[src/inc/rwb_pkg.sv]
// Constants shared by the read/write buffer design
package rwb_pkg;
  localparam int RWB_WIDTH = 18;
  localparam int RWB_DEPTH = 4;
  localparam int RWB_WRITE_TO_B_CLOCKS = 4;
  localparam logic RWB_FULL_N_RESET = 1'h1;
  localparam logic RWB_OE_RESET = 1'h0;
endpackage

[src/core/rwb_top.sv]
// Read/write buffer: write-path FIFO and registered read-back path

// --------------------------------------------------------------------
// Write-path FIFO
// --------------------------------------------------------------------
module rwb_fifo
  import rwb_pkg::*;
#(
  parameter int WIDTH = RWB_WIDTH,
  parameter int DEPTH = RWB_DEPTH
) (
  // Clock and synchronous reset
  input wire logic clk_i,
  input wire logic sync_resetn_i,
  // Fill side
  input wire logic wr_valid_i,
  input wire logic [WIDTH-1:0] wr_data_i,
  output logic wr_ready_o,
  // Drain side
  input wire logic rd_ready_i,
  output logic rd_valid_o,
  output logic [WIDTH-1:0] rd_data_o,
  // Status
  output logic full_n_o,
  output logic [$clog2(DEPTH):0] count_o
);
  localparam int AW = $clog2(DEPTH);

  generate
    if (DEPTH < 2 || (1 << AW) != DEPTH) begin : g_bad_depth
      $error("rwb_fifo: DEPTH must be a power of two, at least 2");
    end
    if (WIDTH < 1) begin : g_bad_width
      $error("rwb_fifo: WIDTH must be positive");
    end
  endgenerate

  logic [WIDTH-1:0] mem [DEPTH];
  logic [AW:0] wr_ptr;
  logic [AW:0] rd_ptr;
  logic [AW:0] next_count;
  logic do_wr;
  logic do_rd;

  // Full wins over a write, empty wins over a read
  assign wr_ready_o = (count_o != (AW+1)'(DEPTH));
  assign rd_valid_o = (count_o != '0);
  assign do_wr = wr_valid_i && wr_ready_o;
  assign do_rd = rd_ready_i && rd_valid_o;
  assign count_o = wr_ptr - rd_ptr;

  always_comb begin
    next_count = count_o;
    if (do_wr && !do_rd) begin
      next_count = count_o + 1'h1;
    end else if (do_rd && !do_wr) begin
      next_count = count_o - 1'h1;
    end
  end

  // Reset is sampled on the edge only, never asynchronously
  always_ff @(posedge clk_i) begin
    if (!sync_resetn_i) begin
      wr_ptr <= '0;
    end else if (do_wr) begin
      wr_ptr <= wr_ptr + 1'h1;
    end
  end

  always_ff @(posedge clk_i) begin
    if (!sync_resetn_i) begin
      rd_ptr <= '0;
    end else if (do_rd) begin
      rd_ptr <= rd_ptr + 1'h1;
    end
  end

  // Storage is not cleared by reset; pointers alone define contents
  always_ff @(posedge clk_i) begin
    if (do_wr) begin
      mem[wr_ptr[AW-1:0]] <= wr_data_i;
    end
  end

  // Output register holds the last word read when nothing new comes
  always_ff @(posedge clk_i) begin
    if (!sync_resetn_i) begin
      rd_data_o <= '1;
    end else if (do_rd) begin
      rd_data_o <= mem[rd_ptr[AW-1:0]];
    end
  end

  always_ff @(posedge clk_i) begin
    if (!sync_resetn_i) begin
      full_n_o <= RWB_FULL_N_RESET;
    end else begin
      full_n_o <= (next_count != (AW+1)'(DEPTH));
    end
  end
endmodule

module rwb_top
  import rwb_pkg::*;
#(
  parameter int WIDTH = RWB_WIDTH,
  parameter int DEPTH = RWB_DEPTH
) (
  // Clock and reset
  input wire logic core_clk_i,
  input wire logic resetn_i,
  // Write-path control
  input wire logic fifo_write_enable_n_i,
  input wire logic fifo_read_enable_n_i,
  output logic fifo_full_n_o,
  // Read-back control
  input wire logic readback_capture_enable_n_i,
  // Output enables
  input wire logic a_drive_enable_n_i,
  input wire logic b_drive_enable_n_i,
  // Host side port
  input wire logic [WIDTH-1:0] host_side_port_i,
  output logic [WIDTH-1:0] host_side_port_o,
  output logic host_side_port_oe_o,
  // Memory side port
  input wire logic [WIDTH-1:0] memory_side_port_i,
  output logic [WIDTH-1:0] memory_side_port_o,
  output logic memory_side_port_oe_o
);
  localparam int AW = $clog2(DEPTH);

  logic [$clog2(DEPTH):0] fifo_count;
  logic [WIDTH-1:0] fifo_out;
  logic fifo_full_n;

  // --------------------------------------------------------------------
  // Write path
  // --------------------------------------------------------------------
  // No read-back signal reaches the FIFO
  rwb_fifo #(
    .WIDTH(WIDTH),
    .DEPTH(DEPTH)
  ) u_fifo (
    .clk_i(core_clk_i),
    .sync_resetn_i(resetn_i),
    .wr_valid_i(!fifo_write_enable_n_i),
    .wr_data_i(host_side_port_i),
    .wr_ready_o(),
    .rd_ready_i(!fifo_read_enable_n_i),
    .rd_valid_o(),
    .rd_data_o(fifo_out),
    .full_n_o(fifo_full_n),
    .count_o(fifo_count)
  );

  assign fifo_full_n_o = fifo_full_n;
  assign memory_side_port_o = fifo_out;

  // --------------------------------------------------------------------
  // Read-back path
  // --------------------------------------------------------------------
  // Register only: breaking the B-to-A combinational path costs a clock
  always_ff @(posedge core_clk_i) begin
    if (!readback_capture_enable_n_i) begin
      host_side_port_o <= memory_side_port_i;
    end
  end

  // --------------------------------------------------------------------
  // Output enables
  // --------------------------------------------------------------------
  // Registered so every output leaves a flop; enables lag one clock
  always_ff @(posedge core_clk_i) begin
    if (!resetn_i) begin
      memory_side_port_oe_o <= RWB_OE_RESET;
    end else begin
      memory_side_port_oe_o <= !b_drive_enable_n_i;
    end
  end

  always_ff @(posedge core_clk_i) begin
    if (!resetn_i) begin
      host_side_port_oe_o <= RWB_OE_RESET;
    end else begin
      host_side_port_oe_o <= !a_drive_enable_n_i;
    end
  end

  // --------------------------------------------------------------------
  // Assertions
  // --------------------------------------------------------------------
  property p_full_flag;
    @(posedge core_clk_i) disable iff (!resetn_i)
      fifo_full_n_o == (fifo_count != (AW+1)'(DEPTH));
  endproperty
  a_full_flag: assert property (p_full_flag) else $error("full flag mismatch");

  property p_write_only;
    @(posedge core_clk_i) disable iff (!resetn_i)
      !fifo_write_enable_n_i && fifo_read_enable_n_i && fifo_full_n_o
      |=> fifo_count == $past(fifo_count) + 1'h1;
  endproperty
  a_write_only: assert property (p_write_only) else $error("write not stored");

  property p_read_only;
    @(posedge core_clk_i) disable iff (!resetn_i)
      fifo_write_enable_n_i && !fifo_read_enable_n_i && fifo_count != '0
      |=> fifo_count == $past(fifo_count) - 1'h1;
  endproperty
  a_read_only: assert property (p_read_only) else $error("read did not advance");

  property p_full_discard;
    @(posedge core_clk_i) disable iff (!resetn_i)
      !fifo_write_enable_n_i && fifo_read_enable_n_i && !fifo_full_n_o
      |=> !fifo_full_n_o && $stable(memory_side_port_o);
  endproperty
  a_full_discard: assert property (p_full_discard) else $error("write to full taken");

  property p_empty_read;
    @(posedge core_clk_i) disable iff (!resetn_i)
      fifo_write_enable_n_i && !fifo_read_enable_n_i && fifo_count == '0
      |=> fifo_count == '0 && $stable(memory_side_port_o);
  endproperty
  a_empty_read: assert property (p_empty_read) else $error("empty read had effect");

  property p_reset;
    @(posedge core_clk_i)
      !resetn_i |=> fifo_count == '0 && fifo_full_n_o && memory_side_port_o == '1;
  endproperty
  a_reset: assert property (p_reset) else $error("reset state wrong");

  property p_both_empty;
    @(posedge core_clk_i) disable iff (!resetn_i)
      !fifo_write_enable_n_i && !fifo_read_enable_n_i && fifo_count == '0
      |=> fifo_count == (AW+1)'(1) && $stable(memory_side_port_o);
  endproperty
  a_both_empty: assert property (p_both_empty) else $error("empty read and write wrong");

  property p_both_full;
    @(posedge core_clk_i) disable iff (!resetn_i)
      !fifo_write_enable_n_i && !fifo_read_enable_n_i && !fifo_full_n_o
      |=> fifo_count == (AW+1)'(DEPTH - 1) && fifo_full_n_o;
  endproperty
  a_both_full: assert property (p_both_full) else $error("full read and write wrong");

  property p_capture;
    @(posedge core_clk_i) disable iff (!resetn_i)
      !readback_capture_enable_n_i |=> host_side_port_o == $past(memory_side_port_i);
  endproperty
  a_capture: assert property (p_capture) else $error("read-back not captured");

  property p_hold;
    @(posedge core_clk_i) disable iff (!resetn_i)
      readback_capture_enable_n_i |=> $stable(host_side_port_o);
  endproperty
  a_hold: assert property (p_hold) else $error("read-back changed");

  property p_b_enable;
    @(posedge core_clk_i) disable iff (!resetn_i)
      !b_drive_enable_n_i ##1 !b_drive_enable_n_i |-> memory_side_port_oe_o;
  endproperty
  a_b_enable: assert property (p_b_enable) else $error("memory port not driven");

  property p_a_enable;
    @(posedge core_clk_i) disable iff (!resetn_i)
      a_drive_enable_n_i |=> !host_side_port_oe_o;
  endproperty
  a_a_enable: assert property (p_a_enable) else $error("host port driven when off");

  property p_occupancy;
    @(posedge core_clk_i) disable iff (!resetn_i)
      fifo_count <= (AW+1)'(DEPTH);
  endproperty
  a_occupancy: assert property (p_occupancy) else $error("occupancy above depth");

  property p_fill_order;
    @(posedge core_clk_i) disable iff (!resetn_i)
      fifo_count == '0 && !fifo_write_enable_n_i && fifo_read_enable_n_i
      ##1 fifo_write_enable_n_i && !fifo_read_enable_n_i
      |=> memory_side_port_o == $past(host_side_port_i, 2);
  endproperty
  a_fill_order: assert property (p_fill_order) else $error("word order lost");

  property p_both_mid;
    @(posedge core_clk_i) disable iff (!resetn_i)
      !fifo_write_enable_n_i && !fifo_read_enable_n_i && fifo_count != '0 && fifo_full_n_o
      |=> $stable(fifo_count);
  endproperty
  a_both_mid: assert property (p_both_mid) else $error("mid read and write wrong");

  property p_full_set;
    @(posedge core_clk_i) disable iff (!resetn_i)
      fifo_count == (AW+1)'(DEPTH - 1) && !fifo_write_enable_n_i && fifo_read_enable_n_i
      |=> !fifo_full_n_o;
  endproperty
  a_full_set: assert property (p_full_set) else $error("full flag not set");

  property p_full_release;
    @(posedge core_clk_i) disable iff (!resetn_i)
      !fifo_full_n_o && !fifo_read_enable_n_i |=> fifo_full_n_o;
  endproperty
  a_full_release: assert property (p_full_release) else $error("full not released");

  property p_full_stays;
    @(posedge core_clk_i) disable iff (!resetn_i)
      !fifo_full_n_o && fifo_read_enable_n_i
      |=> !fifo_full_n_o && fifo_count == (AW+1)'(DEPTH);
  endproperty
  a_full_stays: assert property (p_full_stays) else $error("full FIFO took a write");

  property p_write_idle;
    @(posedge core_clk_i) disable iff (!resetn_i)
      fifo_write_enable_n_i && fifo_read_enable_n_i
      |=> $stable(fifo_count) && $stable(memory_side_port_o);
  endproperty
  a_write_idle: assert property (p_write_idle) else $error("idle write path moved");

  property p_b_off;
    @(posedge core_clk_i) disable iff (!resetn_i)
      b_drive_enable_n_i |=> !memory_side_port_oe_o;
  endproperty
  a_b_off: assert property (p_b_off) else $error("memory port driven when off");

  property p_a_on;
    @(posedge core_clk_i) disable iff (!resetn_i)
      !a_drive_enable_n_i |=> host_side_port_oe_o;
  endproperty
  a_a_on: assert property (p_a_on) else $error("host port not driven");

  property p_reset_release;
    @(posedge core_clk_i)
      !resetn_i |=> !memory_side_port_oe_o && !host_side_port_oe_o;
  endproperty
  a_reset_release: assert property (p_reset_release) else $error("port driven after reset");
endmodule

[config.mk]
export PLATFORM = sky130hd
export DESIGN_NAME = rwb_top
export DESIGN_NICKNAME = d
export VERILOG_FILES = /design/src/inc/rwb_pkg.sv /design/src/core/rwb_top.sv
export SDC_FILE = /design/constraint.sdc
export NUM_CORES = 1
export LEC_CHECK = 0
export BUFFER_PORTS_ARGS = -buffer_cell sky130_fd_sc_hd__buf_2
export CAP_MARGIN = 10
export CORE_MARGIN = 10
export CORE_UTILIZATION = 40
export DETAILED_ROUTE_END_ITERATION = 10
export PLACE_DENSITY = 0.65
export REMOVE_ABC_BUFFERS = 1
export SLEW_MARGIN = 20
export SYNTH_ARGS = -nofsm -noshare
export SYNTH_HDL_FRONTEND = slang
export SYNTH_HIERARCHICAL = 1
export SYNTH_SLANG_ARGS = --single-unit
[constraint.sdc]
create_clock -name core_clk_i -period 2.8 [get_ports core_clk_i]
set_input_delay 0.28 -clock core_clk_i [delete_from_list [all_inputs] [get_ports core_clk_i]]
set_output_delay 0.28 -clock core_clk_i [all_outputs]
set_load 0.02 [all_outputs]
==> key figures <==
Status
  • Outcome: completed

Floorplanning
  • I/O pin total: 82
  • Die height: 126 um
  • Die area: approximately 16000 um2
  • Die X: 126 um
  • Row cnt: 38
  • Core box area: 10900 um2
  • Initial Util: slightly above 40%

Global route
  • Maximum number of pins on one net before global-route repair: 28
  • GRT Total Usage: 13.2%
  • First-pass GRT wire length: approximately 16000 um
  • Overflow after GRT: 0
  • Initial antenna violation count: 0
  • Vias in the first global route: between 2000 and 3000

Critical path
  • CP Max Fanout: 5
  • R2R depth: 8
  • Crit path launch type: flip-flop
  • CP endpoint kind: flip-flop
  • CP required: 3200 ps
  • Crit path DAT: 3010 ps
  • Crit path kind: reg2reg

CTS
  • TritonCTS clock tree: done
  • H-tree Lvls: 4
  • Cell chosen for the clock root: clkbuf_8
  • CTS sink count: 117
  • Num CTS Buffers: 17
  • Skew-Pair Late Insertion Delay: 520 ps
  • Post-CTS setup buffer count: 0
  • Clock transition at path regs: around 50 ps
  • Worst-case clock buffer depth: 2

Route
  • Top Metal Used: met4
  • DR iter-0 viols: 186
  • Detailed-route wire length: ~10000 um
  • Avg WL per Cell: 17.9 um
  • Met3 WL post-DR: 485 um
  • Via Count: roughly 2800
  • DR pass1 iterations: 4
  • Drt drc: 0
  • Final ANT Viol Nets: 0
  • Met2 WL: 5260 um
  • Vias per cell: between 4 and 5
  • Wl on met1: approximately 4300 um

Min path
  • Hold Path Depth: 3
  • Hold Path Class: in2reg

Power and ir drop
  • Tot Pwr: 6.66 mW
  • PwrDens: around 1100 nW/um2
  • Worst IR Drop VDD: ~460 uV
  • P_leak: 2.39 nW

STA
  • Clock Skews: 7.71 ps
  • Final Hold Fails: 0
  • Setup TNS: 0 ps
  • Minimum clock period: about 2600 ps
  • Fin crit share: 92.9%
  • RSZ-0062 raised after global routing: no
  • Final setup margin: 199 ps
  • Hold Slack: 150 ps
  • Worst Tran Pin Value: 722 ps
  • Max-slew violations: 0
  • Max Clk Rate: 0.384 GHz
  • Final setup vio count: 0
  • Rel. slew slack: 51.8%

Synthesis
  • Cell Area, Synth: around 4500 um2
  • Warnings, synthesis: 6
  • Avg Cell Area, Syn: 16.3 um2
  • Cells after synthesis: 275

Placement
  • DP Wirelength: between 6000 and 7000 um
  • Routability cong.: 0.759
  • Placed Area: 5100 um2
  • Port Buffer Count: 81
  • Cells after DPL: between 400 and 500
  • Post-Place Setup Slack: between 100 and 150 ps

Cells and area
  • Area grow syn2layout: 36.1%
  • # fillers: 876
  • Final Instance Area: between 6000 and 7000 um2
  • Fin nets: 467
  • Share of layout cells above drive strength 1: between 30% and 40%
  • ANT cells: 0
  • Post-route insts no fill: 567
  • Core Util, Final: between 50% and 60%

Job
  • Max_cap viols: 0
-- cell type report --
type	instances	area (um2)	share of cell area, %
multi-input combinational	135	1140	18.7
timing repair buffer	133	891	14.6
sequential	117	3240	53.1
inverter	10	37.5	0.615
clock inverter	6	85.1	1.39
clock buffer	26	532	8.71
tap	140	175	2.87
-- worst max-delay path: stages (launching register included) --
cell and delay (ps):
dfxtp_2 360, inv_1 80, ha_1 210, fa_2 570, ha_1 270, or4b_1 540
o32ai_1 130, o21ai_0 110, a32o_1 230
-- flip-flops by register name, summed over array words and instances (netlist names) --
name	flops
u_fifo/full_n_o	1
u_fifo/rd_ptr	3
u_fifo/wr_ptr	3
host_side_port_oe_o	1
memory_side_port_oe_o	1
u_fifo/mem	72
host_side_port_o	18
u_fifo/rd_data_o	18
-- worst paths after layout --
kind,startpoint,end,slack (ps)
worst max-delay path,u_fifo/wr_ptr[0]$_SDFFE_PN0P_,u_fifo/full_n_o$_SDFF_PN1_,200
worst min-delay path,resetn_i,u_fifo/full_n_o$_SDFF_PN1_,150
worst max register to register,u_fifo/wr_ptr[0]$_SDFFE_PN0P_,u_fifo/full_n_o$_SDFF_PN1_,200
worst min register to register,u_fifo/rd_data_o[4]$_SDFFE_PN1P_,u_fifo/rd_data_o[4]$_SDFFE_PN1P_,460
-- metal layers --
| layer | track usage (%) | vias to the layer above |
|---|---|---|
| met1 | 15.1 | 1409 |
| met3 | 5.08 | 12 |
| met4 | 4.89 | 0 |
| li1 | - | 1302 |
| met5 | 0 | - |
| met2 | 22.0 | 85 |
-- layout by cell type, fill, tap and decap left out, drive strengths merged --
| cell type | count |
|---|---|
| o32ai | 1 |
| and3 | 5 |
| nor2 | 4 |
| clkinv | 2 |
| bufinv | 2 |
| nand2b | 2 |
| buf | 95 |
| inv | 10 |
| or4b | 1 |
| edfxtp | 90 |
| a32o | 1 |
| or3b | 2 |
| or3 | 1 |
| and2 | 2 |
| a211oi | 1 |
| xnor2 | 2 |
| a21oi | 2 |
| ha | 9 |
| mux4 | 18 |
| nand3 | 20 |
| clkinvlp | 2 |
| xnor3 | 1 |
| nand2 | 45 |
| nor3b | 2 |
| clkbuf | 26 |
| fa | 1 |
| o31ai | 1 |
| nor2b | 3 |
| dfxtp | 27 |
| mux2i | 3 |
| dlygate4sd3 | 38 |
| a21boi | 3 |
| o21ai | 5 |
-- where the power goes --
group,leakage (nW),internal (mW),switching [mW]
Combinational,1.04,0.876,1.22
Clock,0.297,1.47,0.729
Sequential,1.06,2.24,0.123
Total,2.39,4.59,2.08
-- repair_timing --
item,CTS,global route
endpoints found under the hold margin,92,0
gates resized for setup,0,2
endpoints found under the setup margin,0,23
hold buffers,38,0
Power figures use the tool's default switching activity.
